**src/rtl/ovr_params.svh**
```systemverilog
`ifndef OVR_PARAMS_SVH
`define OVR_PARAMS_SVH

`define OVR_OFS_VERSION   32'h0000_0000
`define OVR_OFS_ROM_PORT  32'h0000_0004
`define OVR_VER_MAJOR     8'h01
`define OVR_VER_MINOR     8'h10
`define OVR_PRESENT_BIT   24
`define OVR_CLEAR_BIT     31
`define OVR_LAUNCH_BIT    25
`define OVR_BYTE_LSB      16
`define OVR_OPT_ROM_PTR   8'h20
`define OVR_OPT_BYTE_IDX  8'h06
`define OVR_OPT_FLAG_BIT  5
`define OVR_NODE_INFO_LEN 20
`define OVR_RESET_BYTE    8'h00
`define OVR_RESET_ADDR    8'h00

`endif

```
**src/rtl/ovr_pkg.sv**
```systemverilog
package ovr_pkg;

    typedef enum logic [0:0] {
        OVR_REG_VERSION,
        OVR_REG_ROM_PORT
    } ovr_reg_t;

    typedef enum {
        OVR_ST_STRAP,
        OVR_ST_AUTO,
        OVR_ST_IDLE,
        OVR_ST_CLEAR,
        OVR_ST_READ
    } ovr_state_t;

    typedef logic [7:0] ovr_byte_t;

endpackage : ovr_pkg

```
**src/rtl/ovr_fetch_if.sv**
```systemverilog
`timescale 1ns/1ps
interface ovr_fetch_if;
    logic                 start;
    ovr_pkg::ovr_byte_t   addr;
    logic                 done;
    ovr_pkg::ovr_byte_t   data;

    modport seq (
        output start,
        output addr,
        input  done,
        input  data
    );

    modport fetch (
        input  start,
        input  addr,
        output done,
        output data
    );
endinterface : ovr_fetch_if

```
**src/rtl/ovr_rom_fetch.sv**
```systemverilog
`timescale 1ns/1ps
`include "ovr_params.svh"
module ovr_rom_fetch (
    input  wire logic               clk_i,      // Controller clock.
    input  wire logic               arst_n_i,   // Async reset, low.
    ovr_fetch_if.fetch              fch,        // Byte fetch requests.
    output logic                    rom_req_o,  // EEPROM byte request.
    output ovr_pkg::ovr_byte_t      rom_addr_o, // EEPROM byte address.
    input  wire logic               rom_ack_i,  // EEPROM byte ready.
    input  wire ovr_pkg::ovr_byte_t rom_data_i  // EEPROM byte value.
);
    import ovr_pkg::*;

    logic      busy_q;
    ovr_byte_t addr_q;
    ovr_byte_t data_q;
    logic      done_q;
    logic      take;

    // The request holds until the EEPROM side acknowledges it.
    assign take = busy_q & rom_ack_i;

    always_ff @(posedge clk_i or negedge arst_n_i) begin
        if (!arst_n_i) begin
            busy_q <= 1'b0;
            addr_q <= `OVR_RESET_ADDR;
        end else if (!busy_q && fch.start) begin
            busy_q <= 1'b1;
            addr_q <= fch.addr;
        end else if (take) begin
            busy_q <= 1'b0;
        end
    end

    always_ff @(posedge clk_i or negedge arst_n_i) begin
        if (!arst_n_i) begin
            data_q <= `OVR_RESET_BYTE;
            done_q <= 1'b0;
        end else begin
            done_q <= take;
            if (take) begin
                data_q <= rom_data_i;
            end
        end
    end

    assign rom_req_o  = busy_q;
    assign rom_addr_o = addr_q;
    assign fch.done   = done_q;
    assign fch.data   = data_q;
endmodule : ovr_rom_fetch

```
**src/rtl/ovr_top.sv**
```systemverilog
`timescale 1ns/1ps
`include "ovr_params.svh"
module ovr_top (
    input  wire logic               clk_i,         // Controller clock.
    input  wire logic               arst_n_i,      // Async reset, low.
    input  wire logic               hsel_i,        // Slave select.
    input  wire logic [31:0]        haddr_i,       // Byte address.
    input  wire logic [1:0]         htrans_i,      // Transfer type.
    input  wire logic               hwrite_i,      // Write when high.
    input  wire logic [2:0]         hsize_i,       // Transfer size.
    input  wire logic [31:0]        hwdata_i,      // Write data.
    input  wire logic               hready_i,      // Bus ready.
    output logic                    hreadyout_o,   // Slave ready.
    output logic [31:0]             hrdata_o,      // Read data.
    output logic                    hresp_o,       // Always OKAY.
    input  wire logic               eeprom_det_i,  // EEPROM detected.
    output logic                    rom_req_o,     // EEPROM byte request.
    output ovr_pkg::ovr_byte_t      rom_addr_o,    // EEPROM byte address.
    input  wire logic               rom_ack_i,     // EEPROM byte ready.
    input  wire ovr_pkg::ovr_byte_t rom_data_i,    // EEPROM byte value.
    input  wire logic [4:0]         node_idx_i,    // Node info index.
    output ovr_pkg::ovr_byte_t      node_byte_o,   // Node info byte.
    output logic                    node_valid_o   // Node info loaded.
);
    import ovr_pkg::*;

    localparam int NODE_LEN = `OVR_NODE_INFO_LEN;

    // Register select for one aligned byte address; hit is low when
    // the address maps to nothing.
    function automatic logic ovr_hit(input logic [31:0] a);
        ovr_hit = (a == `OVR_OFS_VERSION) | (a == `OVR_OFS_ROM_PORT);
    endfunction : ovr_hit

    function automatic ovr_reg_t ovr_decode(input logic [31:0] a);
        ovr_decode = (a == `OVR_OFS_ROM_PORT) ? OVR_REG_ROM_PORT
                                              : OVR_REG_VERSION;
    endfunction : ovr_decode

    ovr_fetch_if fch_if ();

    ovr_rom_fetch ovr_rom_fetch_i (
        .clk_i      (clk_i),
        .arst_n_i   (arst_n_i),
        .fch        (fch_if.fetch),
        .rom_req_o  (rom_req_o),
        .rom_addr_o (rom_addr_o),
        .rom_ack_i  (rom_ack_i),
        .rom_data_i (rom_data_i)
    );

    // Bus slave state. The data phase keeps what its address phase asked
    // for, because write data only arrives one cycle after the address
    // and the bus may show the next address by then.
    logic        dp_valid_q;
    logic        dp_write_q;
    logic        dp_hit_q;
    ovr_reg_t    dp_reg_q;
    logic        rd_wait_q;
    logic [31:0] hrdata_q;

    // Block state.
    ovr_state_t  state_q;
    ovr_state_t  state_d;
    logic        present_q;
    logic        clear_q;
    logic        launch_q;
    ovr_byte_t   sw_addr_q;
    ovr_byte_t   rd_byte_q;
    logic        opt_rom_q;
    ovr_byte_t   auto_idx_q;
    logic        auto_busy_q;
    logic        node_valid_q;
    ovr_byte_t   node_byte_q;
    ovr_byte_t   node_mem [NODE_LEN];

    // Address phase and data phase decode. A write commits at the end of
    // its data phase, so every register update below sees the bus word
    // of that same cycle.
    wire        addr_take  = hsel_i & htrans_i[1] & hready_i;
    wire        wr_commit  = dp_valid_q & dp_write_q & dp_hit_q & hready_i;
    wire        dp_is_port = (dp_reg_q == OVR_REG_ROM_PORT);
    wire        wr_port    = wr_commit & dp_is_port;
    wire        sw_clear   = wr_port & hwdata_i[`OVR_CLEAR_BIT];
    wire        sw_launch  = wr_port & hwdata_i[`OVR_LAUNCH_BIT];
    wire        rd_capture = rd_wait_q;

    // Register images as software sees them.
    wire [31:0] version_word = {
        7'h00,
        present_q,
        `OVR_VER_MAJOR,
        8'h00,
        `OVR_VER_MINOR
    };

    wire ovr_byte_t opt_ptr = opt_rom_q ? `OVR_OPT_ROM_PTR : 8'h00;

    wire [31:0] port_word = {
        clear_q,
        5'h00,
        launch_q,
        1'b0,
        rd_byte_q,
        8'h00,
        opt_ptr
    };

    wire [31:0] rd_mux = !dp_hit_q                      ? 32'h0000_0000 :
                         dp_is_port                     ? port_word
                                                        : version_word;

    // Bus slave: writes complete with no wait state, reads take one
    // wait state so that a read right after a write sees its effect.
    // The phase registers only move while the bus is ready, so a stalled
    // data phase keeps pointing at its own register.
    always_ff @(posedge clk_i or negedge arst_n_i) begin
        if (!arst_n_i) begin
            dp_valid_q <= 1'b0;
            dp_write_q <= 1'b0;
        end else if (hready_i) begin
            dp_valid_q <= addr_take;
            dp_write_q <= hwrite_i;
        end
    end

    always_ff @(posedge clk_i or negedge arst_n_i) begin
        if (!arst_n_i) begin
            dp_hit_q <= 1'b0;
            dp_reg_q <= OVR_REG_VERSION;
        end else if (hready_i) begin
            dp_hit_q <= ovr_hit(haddr_i);
            dp_reg_q <= ovr_decode(haddr_i);
        end
    end

    // Ready is low for exactly one cycle of every read data phase.
    always_ff @(posedge clk_i or negedge arst_n_i) begin
        if (!arst_n_i) begin
            rd_wait_q <= 1'b0;
        end else begin
            rd_wait_q <= addr_take & ~hwrite_i;
        end
    end

    always_ff @(posedge clk_i or negedge arst_n_i) begin
        if (!arst_n_i) begin
            hrdata_q <= 32'h0000_0000;
        end else if (rd_capture) begin
            hrdata_q <= rd_mux;
        end
    end

    assign hreadyout_o = ~rd_wait_q;
    assign hrdata_o    = hrdata_q;
    assign hresp_o     = 1'b0;

    // Sequencer. After reset it samples the strap, runs the automatic
    // load if an EEPROM is there, then serves one software request at a
    // time; a clear is served before a launch that waits beside it.
    wire fetch_done = fch_if.done;
    wire auto_last  = (auto_idx_q == 8'(NODE_LEN - 1));

    always_comb begin
        state_d = state_q;
        unique case (state_q)
            OVR_ST_STRAP: begin
                state_d = eeprom_det_i ? OVR_ST_AUTO : OVR_ST_IDLE;
            end
            OVR_ST_AUTO: begin
                if (fetch_done && auto_last) begin
                    state_d = OVR_ST_IDLE;
                end
            end
            OVR_ST_IDLE: begin
                if (clear_q) begin
                    state_d = OVR_ST_CLEAR;
                end else if (launch_q) begin
                    state_d = OVR_ST_READ;
                end
            end
            OVR_ST_CLEAR: begin
                state_d = OVR_ST_IDLE;
            end
            OVR_ST_READ: begin
                if (fetch_done) begin
                    state_d = OVR_ST_IDLE;
                end
            end
        endcase
    end

    always_ff @(posedge clk_i or negedge arst_n_i) begin
        if (!arst_n_i) begin
            state_q <= OVR_ST_STRAP;
        end else begin
            state_q <= state_d;
        end
    end

    // Named views of the state, used by the control logic below.
    wire in_strap = (state_q == OVR_ST_STRAP);
    wire in_auto  = (state_q == OVR_ST_AUTO);
    wire in_idle  = (state_q == OVR_ST_IDLE);
    wire in_clear = (state_q == OVR_ST_CLEAR);
    wire in_read  = (state_q == OVR_ST_READ);
    wire auto_got = in_auto & fetch_done;

    // The detect level is a strap: caught in the first cycle after the
    // reset release and held until the next reset.
    always_ff @(posedge clk_i or negedge arst_n_i) begin
        if (!arst_n_i) begin
            present_q <= 1'b0;
        end else if (in_strap) begin
            present_q <= eeprom_det_i;
        end
    end

    // Fetch requests: one per automatic byte, one per software read.
    wire auto_start = in_auto & ~auto_busy_q;
    wire sw_start   = in_idle & ~clear_q & launch_q;

    assign fch_if.start = auto_start | sw_start;
    assign fch_if.addr  = auto_start ? auto_idx_q : sw_addr_q;

    // One automatic request in flight at a time; the next waits for done.
    always_ff @(posedge clk_i or negedge arst_n_i) begin
        if (!arst_n_i) begin
            auto_busy_q <= 1'b0;
        end else if (auto_start) begin
            auto_busy_q <= 1'b1;
        end else if (fetch_done) begin
            auto_busy_q <= 1'b0;
        end
    end

    always_ff @(posedge clk_i or negedge arst_n_i) begin
        if (!arst_n_i) begin
            auto_idx_q <= `OVR_RESET_ADDR;
        end else if (auto_got) begin
            auto_idx_q <= auto_idx_q + 8'h01;
        end
    end

    // Node information block storage, filled by the automatic load.
    always_ff @(posedge clk_i) begin
        if (auto_got) begin
            node_mem[auto_idx_q[4:0]] <= fch_if.data;
        end
    end

    always_ff @(posedge clk_i or negedge arst_n_i) begin
        if (!arst_n_i) begin
            node_valid_q <= 1'b0;
        end else if (auto_got && auto_last) begin
            node_valid_q <= 1'b1;
        end
    end

    wire node_idx_ok = (32'(node_idx_i) < NODE_LEN) & node_valid_q;

    // The port is a flop: an index set before an edge shows its byte
    // after that edge. Indices past the block, or a block not yet loaded,
    // read zero.
    always_ff @(posedge clk_i or negedge arst_n_i) begin
        if (!arst_n_i) begin
            node_byte_q <= `OVR_RESET_BYTE;
        end else if (node_idx_ok) begin
            node_byte_q <= node_mem[node_idx_i];
        end else begin
            node_byte_q <= 8'h00;
        end
    end

    assign node_byte_o  = node_byte_q;
    assign node_valid_o = node_valid_q;

    // The option-ROM flag comes from the automatically loaded byte 6h.
    wire opt_byte = auto_got & (auto_idx_q == `OVR_OPT_BYTE_IDX);

    always_ff @(posedge clk_i or negedge arst_n_i) begin
        if (!arst_n_i) begin
            opt_rom_q <= 1'b0;
        end else if (opt_byte) begin
            opt_rom_q <= fch_if.data[`OVR_OPT_FLAG_BIT];
        end
    end

    // Access port control bits. Software may only set them; the sequencer
    // clears each one when its operation has finished, which is how
    // software learns that the operation is over.
    wire clear_done = in_clear;
    wire read_done  = in_read & fetch_done;

    // A set written in the cycle the clear completes starts a new clear.
    always_ff @(posedge clk_i or negedge arst_n_i) begin
        if (!arst_n_i) begin
            clear_q <= 1'b0;
        end else if (sw_clear) begin
            clear_q <= 1'b1;
        end else if (clear_done) begin
            clear_q <= 1'b0;
        end
    end

    // Launch is taken only when no clear or launch is pending or running, and a word
    // that asks for both a clear and a launch is taken as a clear only.
    wire launch_busy = launch_q | clear_q | sw_clear;
    wire launch_ok   = sw_launch & ~launch_busy;

    always_ff @(posedge clk_i or negedge arst_n_i) begin
        if (!arst_n_i) begin
            launch_q <= 1'b0;
        end else if (launch_ok) begin
            launch_q <= 1'b1;
        end else if (read_done) begin
            launch_q <= 1'b0;
        end
    end

    always_ff @(posedge clk_i or negedge arst_n_i) begin
        if (!arst_n_i) begin
            sw_addr_q <= `OVR_RESET_ADDR;
        end else if (clear_done) begin
            sw_addr_q <= `OVR_RESET_ADDR;
        end else if (read_done) begin
            sw_addr_q <= sw_addr_q + 8'h01;
        end
    end

    // Only a completed read loads the byte; a clear leaves it alone.
    always_ff @(posedge clk_i or negedge arst_n_i) begin
        if (!arst_n_i) begin
            rd_byte_q <= `OVR_RESET_BYTE;
        end else if (read_done) begin
            rd_byte_q <= fch_if.data;
        end
    end

    // Software is expected to check the present flag first; without an
    // EEPROM a launch still runs and returns whatever the port answers.
    wire unused_ok = ^{hsize_i, dp_valid_q};

endmodule : ovr_top

```
**config.mk**
```make
export PLATFORM = sky130hd
export DESIGN_NAME = ovr_top
export DESIGN_NICKNAME = d
export VERILOG_FILES = /design/src/rtl/ovr_pkg.sv /design/src/rtl/ovr_fetch_if.sv /design/src/rtl/ovr_rom_fetch.sv /design/src/rtl/ovr_top.sv
export VERILOG_INCLUDE_DIRS = /design/src /design/src/rtl
export SDC_FILE = /design/constraint.sdc
export NUM_CORES = 1
export LEC_CHECK = 0
export ABC_CLOCK_PERIOD_IN_PS = 2400
export CAP_MARGIN = 20
export CORE_UTILIZATION = 50
export CTS_CLUSTER_SIZE = 14
export DETAILED_ROUTE_END_ITERATION = 10
export DONT_BUFFER_PORTS = 1
export HOLD_SLACK_MARGIN = 0.15
export PLACE_DENSITY_LB_ADDON = 0.12
export RECOVER_POWER = 50
export SLEW_MARGIN = 20
export SYNTH_ARGS = -nofsm -noshare
export SYNTH_HDL_FRONTEND = slang
export SYNTH_HIERARCHICAL = 1
export SYNTH_SLANG_ARGS = --single-unit
```
**constraint.sdc**
```tcl
create_clock -name clk_i -period 2.4 [get_ports clk_i]
set_input_delay 0.48 -clock clk_i [delete_from_list [all_inputs] [get_ports clk_i]]
set_output_delay 0.48 -clock clk_i [all_outputs]
set_load 0.03 [all_outputs]
```
# Word level (Yosys, flattened, before mapping)
# Memory sizes are Yosys's and may differ from the RTL's.
# Index checks and enable logic that the tools add are counted.
# totals
register_bits	125
latchBits	0
ramBits	160
rom_bits	0
in_bits	89
out_inout_bits	52
wordCells	103
mem_count	1
# classes
n_addsub	2
n_mul	0
div	0
n_lt_le_gt_ge	1
eq_ne	14
n_shift	0
muxes	24
n_bitwise	27
n_reduce_logical	13
# memory_table
name	words	width	rd	rd_clocked_by_memory_dff	wr	line_no	text
node_mem	20	8	1	0	1	ovr_top.sv:75	ovr_byte_t node_mem [NODE_LEN];
# ops
operator	n
2-to-1 mux 32 bit	6
case mux 32 bit (5 select lines)	1
== test 32 x 3 -> 1 bit, second input constant	4
== test 32 x 2 -> 1 bit, second input constant	3
zero test 32 bit	3
== test 32 x 1 -> 1 bit, second input constant	1
== test 32 x 4 -> 1 bit, second input constant	1
2-to-1 mux 8 bit	4
AND 1 bit	18
adder 8 x 1 -> 8 bit, second input constant	2
2-to-1 mux 1 bit	11
nonzero test 2 bit	5
== test 8 x 3 -> 1 bit, second input constant	1
== test 8 x 5 -> 1 bit, second input constant	1
2-to-1 mux 6 bit	1
less-than comparator 5 bit, second input constant	1
NOT 1 bit	5
bitwise OR 1 bit	4
logical AND 1 bit	3
!= test 3 bit, second input constant	1
AND reduction 3 bit	1
2-to-1 mux 2 bit	1
!= test 2 x 1 -> 1 bit, second input constant	1
!= test 2 bit, second input constant	1
zero test 1 bit	1

# Depth between registers and ports, before layout
# Gate-level depths: netlist (run 1).
# logic_depth
depth_word	9
depth_mapped	7
ltp_nobuf	6

# Cells and area by module
# The synthesis (run 1) kept the hierarchy.
# modules_own_cells
mod	instances	cells_each	area_each_um2	seq_area_each_um2
ovr_top	1	549	9036.2	6281.0
ovr_rom_fetch	1	39	698.2	450.4

# Worst setup path before layout (run 1)
# No wires, ideal clock.
# synth_timing
path_kind	reg-to-reg
startpoint	reg state_q[1]
endpoint	reg ovr_rom_fetch_i.addr_q[0], in the netlist ovr_rom_fetch_i/rom_addr_o[0]
setup_time_ps	125
arrival_ps	1690
t_required_ps	2275
path_slack_ps	585
path_stages_with_launch	8
n_path_buf	2
synth_period_minus_slack_ps	1815
cell_sequence	dfrtp_1 clkbuf_1 nor4b_1 a21oi_1 nor2_1 nor2b_2 buf_6 mux2_4
# synth_between
elab_chain_cells	5
word_cells_on_any_way	8
classes_between	eq/ne: 2; mux: 1; bitwise: 4; reduce/logical: 1
# synth_rtl
item	line_no	text
from (decl)	ovr_top.sv:63	ovr_state_t state_q;
from (signal assigned)	ovr_top.sv:197	state_q <= state_d;
== test 32 x 3 -> 1 bit	ovr_top.sv:204	wire in_idle = (state_q == OVR_ST_IDLE);
AND 1 bit (2 in series)	ovr_top.sv:221	wire sw_start = in_idle & ~clear_q & launch_q;
bitwise OR 1 bit *	ovr_top.sv:223	assign fch_if.start = auto_start | sw_start;
named net fch_if.start	ovr_fetch_if.sv:3	logic start;
logical AND 1 bit *	ovr_rom_fetch.sv:27	end else if (!busy_q && fch.start) begin
to (signal assigned)	ovr_rom_fetch.sv:26	addr_q <= `OVR_RESET_ADDR;
to (signal assigned)	ovr_rom_fetch.sv:29	addr_q <= fch.addr;
to (decl)	ovr_rom_fetch.sv:15	ovr_byte_t addr_q;
# Mark *: on every way through the listed nets, which the timed path passes. The rest lies on a longest branch.
# A chain may end at the register's enable or synchronous reset.

# Final worst setup path (run 1)
# layout_timing
startpoint	reg state_q[2]
endpoint	reg ovr_rom_fetch_i.addr_q[3], in the netlist ovr_rom_fetch_i/rom_addr_o[3]
# layout_between
word_cells_on_any_way	8
classes_between	eq/ne: 2; mux: 1; bitwise: 4; reduce/logical: 1
# layout_lines
item	line_no	text
== test 32 x 2 -> 1 bit	ovr_top.sv:203	wire in_auto = (state_q == OVR_ST_AUTO);
AND 1 bit	ovr_top.sv:220	wire auto_start = in_auto & ~auto_busy_q;
2-to-1 mux 8 bit	ovr_top.sv:224	assign fch_if.addr = auto_start ? auto_idx_q : sw_addr_q;
named net fch_if.addr[3]	ovr_fetch_if.sv:4	ovr_pkg::ovr_byte_t addr;
# The timed path passes the listed nets, and every way through them passes these cells.

==> results.json, run 1 <==
{
  "outcome": "complete, no violations",
  "arrival_ns": 2.38,
  "fmax_ghz": 0.502,
  "postCtsSetupRepairBufs": 0,
  "cts-buffers-inserted": 24,
  "grtUsageTotal": 0.196,
  "die_area_um2": 20000,
  "n_antenna_cell": 0,
  "io_pins": 141,
  "multiInputGateArea_um2": 2700,
  "min_to": "state_q[1]",
  "rows": 50,
  "relSlewSlack": 0.284,
  "start_util": 0.515,
  "syn_avg_cell_area_um2": 16.6,
  "grt_max_degree": 78,
  "tightest_slew_ns": 1.07,
  "finalInstanceArea_um2": 11000,
  "grt-ovfl-total": 0,
  "grt_pass1_wl_um": 29500,
  "period_share": 0.830,
  "seq_area_frac_synth": 0.692,
  "die_h_um": 142,
  "criticalPathCategory": "reg2reg",
  "cp-end-kind": "register",
  "synth-seq-cells": 237,
  "placed_area_um2": 10000,
  "cp.required_ns": 2.79,
  "antenna_found_initial": 0,
  "htreeDepth": 1,
  "gp_congestion": 0.746,
  "areaGrowthSynthToFinish_pct": 12.6,
  "vdd_drop_max_uv": 796,
  "p_leak_nw": 4.05,
  "dp_hpwl_um": 12200,
  "hold_ws_ns": 0.182,
  "vias_per_cell": 5.65,
  "seq_area_um2": 6730,
  "layout-drive-gt1-share": 0.175,
  "clock_sinks": 237,
  "reg2reg_depth": 4,
  "routedWlPerCell_um": 20.9,
  "r2r_end": "ovr_rom_fetch_i/rom_addr_o[3]",
  "critical_path.startpoint_type": "register",
  "yosys_warnings": 6,
  "rsz0062_at_grt": "no",
  "synth-edff-count": 160,
  "p_per_area_nw_per_um2": 952,
  "min_from": "eeprom_det_i",
  "syn_area_um2": 9730,
  "ctsRootBufferMaster": "clkbuf_16",
  "fin_nets": 723,
  "min_period_ns": 1.99,
  "dp_slack_ns": 0.411,
  "yosysTopAreaCellShare": 0.494,
  "min_path_type": "in2reg",
  "setup_tns_ns": 0,
  "synth_flop_cell": "edfxtp_1",
  "critPathMaxFanout": 13,
  "first_pass_iters": 5,
  "cts_buffer_depth": 3,
  "drc": 0,
  "hold_depth": 3,
  "detail-route-antenna-nets": 0,
  "slew_viol_final": 0,
  "num_vias": 5124,
  "finalSetupViolations": 0,
  "synth_cell_types": 53,
  "synth_top_area_cell": "edfxtp_1",
  "cts_resized": 0,
  "cts_tree": "yes",
  "port-buffer-count": 0,
  "finClkSkew_ns": 0.00753,
  "placeableCoreArea_um2": 18900,
  "grt_pass1_vias": 5252,
  "drtIter0Drc": 323,
  "cap_viol_max_count": 0,
  "synth_cells": 588,
  "synth_area_leaders": "edfxtp_1 49%, dfrtp_1 20%, mux4_2 7.2%, mux2_1 2.1%, mux2i_1 2.0%",
  "synthTopCellsByCount": "160 x edfxtp_1, 77 x dfrtp_1, 43 x nor2_1, 31 x mux4_2",
  "hold_violations": 0,
  "postCtsHoldBufs": 19,
  "synth-async-reset-ratio": 0.325,
  "rrSetupSlack_ns": 0.41,
  "insertion_delay_ns": 0.51,
  "path_clk_slew_ns": 0.06,
  "fin_ws_ns": 0.408,
  "fillers": 1479,
  "yosysMostFrequentCell": "edfxtp_1",
  "r2r-start": "state_q[2]",
  "die_w_um": 142,
  "routed_wl_um": 19000
}
state kept, by name (all words and copies together) (netlist names):
signal,flops
state_q,3
node_byte_o,8
hrdata_o,13
auto_busy_q,1
dp_hit_q,1
auto_idx_q,8
clear_q,1
present_q,1
ovr_rom_fetch_i/rom_addr_o,8
sw_addr_q,8
launch_q,1
ovr_rom_fetch_i/rom_req_o,1
node_mem,160
rd_capture,1
opt_rom_q,1
ovr_rom_fetch_i/fch.done,1
node_valid_o,1
dp_write_q,1
dp_valid_q,1
rd_byte_q,8
dp_is_port,1
ovr_rom_fetch_i/fch.data,8
stage by stage:
step                cells  total power [W]   util
floorplan             607          0.00641      -
global placement      844          0.00678  0.530
detailed placement    844          0.00687  0.530
CTS                   907           0.0106  0.582
global route          907           0.0109  0.580
finish                907           0.0104  0.580
layer usage:
metal,vias up,global-route usage,routed length [µm]
li1,2319,-,-
met1,2592,0.273,8270
met2,185,0.315,9030
met3,28,0.0378,1230
met4,0,0.0623,425
met5,-,0,0
worst max-delay path by stage:
stage | startpoint | endpoint | slack [ns] | depth (start not counted)
after floorplan | state_q[1] | ovr_rom_fetch_i/rom_addr_o[0] | 0.58 | 7
after global placement | state_q[2] | node_mem[3][0] | 0.39 | 5
after detailed placement | state_q[2] | ovr_rom_fetch_i/rom_addr_o[0] | 0.41 | 4
after CTS | state_q[2] | ovr_rom_fetch_i/rom_addr_o[3] | 0.39 | 4
after global routing | state_q[2] | ovr_rom_fetch_i/rom_addr_o[3] | 0.31 | 4
final | state_q[2] | ovr_rom_fetch_i/rom_addr_o[3] | 0.41 | 4
power by group:
part,switching [W],total (W),internal [W]
logic,0.000511,0.000997,0.000485
registers,0.000747,0.00581,0.00506
clock network,0.00145,0.00363,0.00218
total,0.00271,0.0104,0.00773
layout make-up:
class / instances / share of cell area
repair buffers: 46 / 0.0353
clock buffers: 35 / 0.0623
clock inverters: 9 / 0.00822
well taps: 260 / 0.0297
multi-input cells: 307 / 0.246
inverters: 13 / 0.00445
flip-flops and latches: 237 / 0.614
cell families (layout without fill, tap and decap cells):
group,Yosys count,after routing,share of synthesized area
flip-flops,237,237,0.692
adder cells (fa/ha/maj),5,5,0.00643
multiplexers,86,86,0.136
other,1,20,0.000385
AO/OA/AOI/OAI,61,61,0.0473
XOR/XNOR,15,15,0.0135
buffers and inverters,63,103,0.0401
AND/OR/NAND/NOR,120,120,0.0648
critical path: stages (launching register included):
cell,delay (ns)
dfrtp_1,0.52
nand2b_1,0.28
nor3_4,0.42
mux2_1,0.39
mux2_4,0.27
cell usage in the layout (no fill, tap or decap), types with 4 or more instances in the layout:
master and instances:
a211oi_1 7, a221oi_1 7, a22o_1 11, a32oi_1 8
and3_1 4, buf_4 26, clkbuf_1 9, clkbuf_16 25
clkinv_1 5, conb_1 20, dfrtp_1 77, dlygate4sd3_1 18
edfxtp_1 160, ha_1 5, inv_1 12, mux2_1 18
mux2_2 10, mux2_4 8, mux2i_1 19, mux4_2 31
nand2_1 23, nand3b_1 5, nand4_1 12, nor2_1 43
nor3_1 4, nor4_1 7, nor4b_1 4, o21ai_0 5
o22ai_1 7, xnor2_1 9, xor2_1 6
No activity file was read; power rests on OpenSTA's default activity.
==> run 2: changes to the inputs <==
ABC_CLOCK_PERIOD_IN_PS = 2080   (was 2400)
clock period = 2.08 ns   (was 2.4 ns; I/O delays follow)
==> results.json, run 2 (synthesis results as in run 1) <==
{
  "outcome": "complete, no violations",
  "reg2reg_depth": 7,
  "cp.required_ns": 2.48,
  "crit_path_end": "ovr_rom_fetch_i/rom_addr_o[6]",
  "placed_area_um2": 10000,
  "rsz0062_at_grt": "no",
  "path_clk_slew_ns": 0.06,
  "drc": 0,
  "grt_max_degree": 78,
  "cap_viol_max_count": 0,
  "io_pins": 141,
  "layout_commonest_cell": "edfxtp_1",
  "tightest_slew_ns": 1.07,
  "port-buffer-count": 0,
  "die_area_um2": 20000,
  "path_delay_family": "flip-flops",
  "fmax_ghz": 0.513,
  "cts_tree": "yes",
  "grtUsageTotal": 0.202,
  "relSlewSlack": 0.288,
  "first_pass_iters": 4,
  "antenna_found_initial": 0,
  "slowest_stage": "dfrtp_1",
  "p_leak_nw": 4.11,
  "layout-drive-gt1-share": 0.181,
  "crit_chain": "clkbuf_1, nor2_1, a21oi_1, nor2_1, nor2b_2, buf_4, mux2_4",
  "cts-buffers-inserted": 25,
  "top_layer": "met4",
  "switching_share": 0.261,
  "vdd_drop_max_uv": 889,
  "arrival_ns": 2.35,
  "insertion_delay_ns": 0.52,
  "largest_reg_flops": 160,
  "dp_hpwl_um": 12400,
  "num_vias": 5085,
  "clock_sinks": 237,
  "htreeDepth": 1,
  "layout_common_cells": "160 x edfxtp_1, 77 x dfrtp_1, 43 x nor2_1",
  "seq_area_um2": 6730,
  "worst-path-buf-inv": 2,
  "routed_wl_um": 19200,
  "slew_viol_final": 0,
  "p_comb_frac": 0.101,
  "placeableCoreArea_um2": 18900,
  "rrSetupSlack_ns": 0.13,
  "r2r-start": "state_q[1]",
  "areaGrowthSynthToFinish_pct": 13.8,
  "clkPwrFrac": 0.356,
  "worst-path-stages": 7,
  "routed-wl-met3_um": 1380,
  "rows": 50,
  "hold_violations": 0,
  "grt_pass1_wl_um": 30300,
  "criticalPathCategory": "reg2reg",
  "cp-startpoint": "state_q[1]",
  "finalInstanceArea_um2": 11100,
  "p_per_area_nw_per_um2": 1110,
  "setup_tns_ns": 0,
  "drtIter0Drc": 284,
  "cts_buffer_depth": 3,
  "gp_congestion": 0.785,
  "p_sw_w": 0.00321,
  "ctsRootBufferMaster": "clkbuf_16",
  "period_share": 0.938,
  "min_period_ns": 1.95,
  "critical_path.startpoint_type": "register",
  "routedWlPerCell_um": 20.9,
  "min_path_type": "in2reg",
  "finClkSkew_ns": 0.00959,
  "multiInputGateArea_um2": 2700,
  "grt_pass1_vias": 5367,
  "fillers": 1487,
  "internal-power_w": 0.00907,
  "grt-ovfl-total": 0,
  "slowest_delay_ns": 0.54,
  "place_inst": 847,
  "finalSetupViolations": 0,
  "n_antenna_cell": 0,
  "dr_wl_met2_um": 9400,
  "wl_met1_um": 8020,
  "r2r_end": "ovr_rom_fetch_i/rom_addr_o[6]",
  "seq_power_share": 0.542,
  "vias_per_cell": 5.55,
  "start_util": 0.515,
  "fin_nets": 732,
  "cpMostUsedCell": "nor2_1",
  "die_w_um": 142,
  "die_h_um": 142,
  "cp-end-kind": "register",
  "fin_cells": 917,
  "critPathMaxFanout": 9,
  "detail-route-antenna-nets": 0
}
[run 2: cell types whose count changed in the layout (fill, tap and decap cells not counted), sizes merged]
| cell | delta |
|---|---|
| buf | +2 |
| dlygate4sd3 | +5 |
| bufinv | +1 |
| inv | +2 |
[run 2: layout make-up]
cell class,instances,share of cell area
Clock buffer,34,0.0604
Clock inverter,12,0.0128
Inverter,13,0.00441
Multi-Input combinational cell,307,0.244
Sequential cell,237,0.608
Tap cell,260,0.0294
Timing Repair Buffer,54,0.0411
[run 2: routing by layer]
layer  vias up  track usage
met5         -            0
met4         0       0.0475
met3        28       0.0375
met2       153        0.340
met1      2575        0.274
li1       2329            -
[run 2: tightest hold or removal path, stage by stage]
cell and delay (ns):
nor4b_1 0.12, nand2_1 0.06, o21ai_1 0.06
[run 2: worst min-delay path by stage]
stage	from	end	slack (ns)	cells after the start
2_1_floorplan	arst_n_i	auto_busy_q	0.12	0
3_3_place_gp	arst_n_i	ovr_rom_fetch_i/rom_addr_o[7]	0.12	0
3_5_place_dp	arst_n_i	ovr_rom_fetch_i/rom_addr_o[7]	0.12	0
4_1_cts	hwdata_i[25]	launch_q	0.16	3
5_1_grt	hwdata_i[25]	launch_q	0.19	3
6_report	hwdata_i[25]	launch_q	0.19	3
[run 2: what timing repair did]
item	in CTS	in global routing
hold endpoints to repair	103	0
buffers inserted	0	0
hold buffers	24	0
resized for setup	0	1
setup endpoints to repair	0	11
[run 2: power by group through the flow]
| stage | Combinational, W | Sequential (W) | Clock [W] |
|---|---|---|---|
| 5_1_grt | 0.00137 | 0.00677 | 0.00465 |
| 3_5_place_dp | 0.00118 | 0.00677 | 0 |
| 3_3_place_gp | 0.00116 | 0.00671 | 0 |
| 2_1_floorplan | 0.00104 | 0.00636 | 0 |
| 4_1_cts | 0.00126 | 0.00668 | 0.00449 |
| 6_report | 0.00124 | 0.00666 | 0.00438 |
[run 2: per-stage QoR]
step,setup WS [ns],hold slack (ns),utilization,total power [W]
2_1_floorplan,0.265,0.120,-,0.00740
3_3_place_gp,0.0831,0.122,0.531,0.00787
3_5_place_dp,0.0640,0.122,0.531,0.00796
4_1_cts,0.0481,0.161,0.587,0.0124
5_1_grt,0.0193,0.185,0.586,0.0128
6_report,0.129,0.188,0.586,0.0123
==> run 3: changes to the inputs <==
CORE_UTILIZATION = 60   (was 50)
==> results.json, run 3 (synthesis results as in run 1) <==
{
  "outcome": "complete, no violations",
  "criticalPathCategory": "reg2reg",
  "die_area_um2": 16700,
  "min_period_ns": 1.87,
  "relSlewSlack": 0.299,
  "dp_hpwl_um": 11900,
  "dr_wl_met2_um": 9610,
  "start_util": 0.613,
  "fillers": 1043,
  "postCtsSetupRepairBufs": 0,
  "finalSetupViolations": 0,
  "detail-route-antenna-nets": 0,
  "rows": 46,
  "r2r-start": "state_q[1]",
  "die_h_um": 129,
  "cts_buffer_depth": 3,
  "finalPower_w": 0.0127,
  "cp.required_ns": 2.28,
  "reg2reg_depth": 5,
  "fin_nets": 729,
  "hold_violations": 0,
  "clock_sinks": 237,
  "r2r_end": "node_mem[1][1]",
  "rsz0062_at_grt": "no",
  "slowest_stage": "dfrtp_1",
  "cts_tree": "yes",
  "worst-path-buf-inv": 2,
  "crit_path_end": "node_mem[1][1]",
  "cts-buffers-inserted": 25,
  "cp-startpoint": "state_q[1]",
  "rrSetupSlack_ns": 0.21,
  "layout-drive-gt1-share": 0.197,
  "insertion_delay_ns": 0.51,
  "path_delay_family": "simple AND/OR/NAND/NOR gates",
  "fmax_ghz": 0.535,
  "period_share": 0.899,
  "routedWlPerCell_um": 21.8,
  "grtUsageTotal": 0.241,
  "grt_pass1_vias": 5268,
  "arrival_ns": 2.07,
  "htreeDepth": 1,
  "placeableCoreArea_um2": 15900,
  "critical_path.startpoint_type": "register",
  "slowest_delay_ns": 0.49,
  "cap_viol_max_count": 0,
  "io_pins": 141,
  "p_per_area_nw_per_um2": 1150,
  "drtIter0Drc": 454,
  "layout_common_cells": "160 x edfxtp_1, 77 x dfrtp_1, 43 x nor2_1",
  "path_clk_slew_ns": 0.06,
  "vdd_drop_max_uv": 1060,
  "cpMostUsedCell": "buf_4",
  "largest_reg_flops": 160,
  "cp-end-kind": "register",
  "grt-ovfl-total": 0,
  "crit_chain": "nor4bb_1, buf_4, nand2_1, nor2_1, buf_4",
  "ctsRootBufferMaster": "clkbuf_16",
  "first_pass_iters": 5,
  "areaGrowthSynthToFinish_pct": 14.0,
  "routed-wl-met3_um": 1150,
  "die_w_um": 129,
  "vias_per_cell": 6.03,
  "p_leak_nw": 4.15,
  "setup_tns_ns": 0,
  "grt_max_degree": 78,
  "top_layer": "met4",
  "layout_commonest_cell": "edfxtp_1",
  "min_path_type": "in2reg",
  "drc": 0,
  "finClkSkew_ns": 0.0125,
  "num_vias": 5245,
  "slew_viol_final": 0,
  "port-buffer-count": 0,
  "critPathMaxFanout": 9,
  "antenna_found_initial": 0,
  "gp_congestion": 0.805,
  "tightest_slew_ns": 1.05,
  "grt_pass1_wl_um": 29500,
  "worst-path-stages": 5,
  "n_antenna_cell": 0,
  "wl_met1_um": 7830,
  "routed_wl_um": 18900
}
## run 3: worst min path at each step
stage | from | slack (ns) | to | cells after the start
3_5_place_dp | arst_n_i | 0.12 | ovr_rom_fetch_i/rom_addr_o[7] | 0
4_1_cts | node_idx_i[1] | 0.16 | node_byte_o[1] | 2
2_1_floorplan | arst_n_i | 0.12 | auto_busy_q | 0
5_1_grt | eeprom_det_i | 0.18 | state_q[0] | 2
3_3_place_gp | arst_n_i | 0.12 | ovr_rom_fetch_i/rom_addr_o[7] | 0
6_report | node_idx_i[1] | 0.18 | node_byte_o[1] | 2
## run 3: repair_timing
item	CTS	global route
hold buffers	20	0
resized for setup	0	1
setup endpoints to repair	0	40
endpoints found under the hold margin	102	0
## run 3: final cells by class
| type | count | area, µm² | share of cell area |
|---|---|---|---|
| clock buffers | 25 | 626 | 0.0564 |
| clock inverters | 21 | 290 | 0.0262 |
| inverters | 13 | 48.8 | 0.00440 |
| multi-input cells | 307 | 2700 | 0.243 |
| flip-flops and latches | 237 | 6730 | 0.607 |
| well taps | 216 | 270 | 0.0244 |
| repair buffers | 51 | 430 | 0.0388 |
## run 3: power breakdown
part,total (W),leakage (nW),switching (W),internal [W]
Clock,0.00481,0.448,0.00174,0.00307
Combinational,0.00122,1.23,0.000630,0.000594
Sequential,0.00669,2.47,0.000854,0.00584
## run 3: through the flow
step / std cells / setup WS [ns] / util / hold slack (ns) / area [µm²]
6_report: 870 / 0.211 / 0.698 / 0.179 / 11100
5_1_grt: 870 / 0.0267 / 0.698 / 0.177 / 11100
4_1_cts: 870 / 0.103 / 0.700 / 0.163 / 11100
3_5_place_dp: 804 / 0.120 / 0.628 / 0.122 / 9980
3_3_place_gp: 804 / 0.133 / 0.628 / 0.122 / 9980
2_1_floorplan: 607 / 0.265 / - / 0.120 / 9810
## run 3: per-layer routing
| layer | vias to the layer above | track usage |
|---|---|---|
| li1 | 2334 | - |
| met1 | 2697 | 0.333 |
| met2 | 187 | 0.398 |
| met3 | 27 | 0.0384 |
| met4 | 0 | 0.0747 |
| met5 | - | 0 |
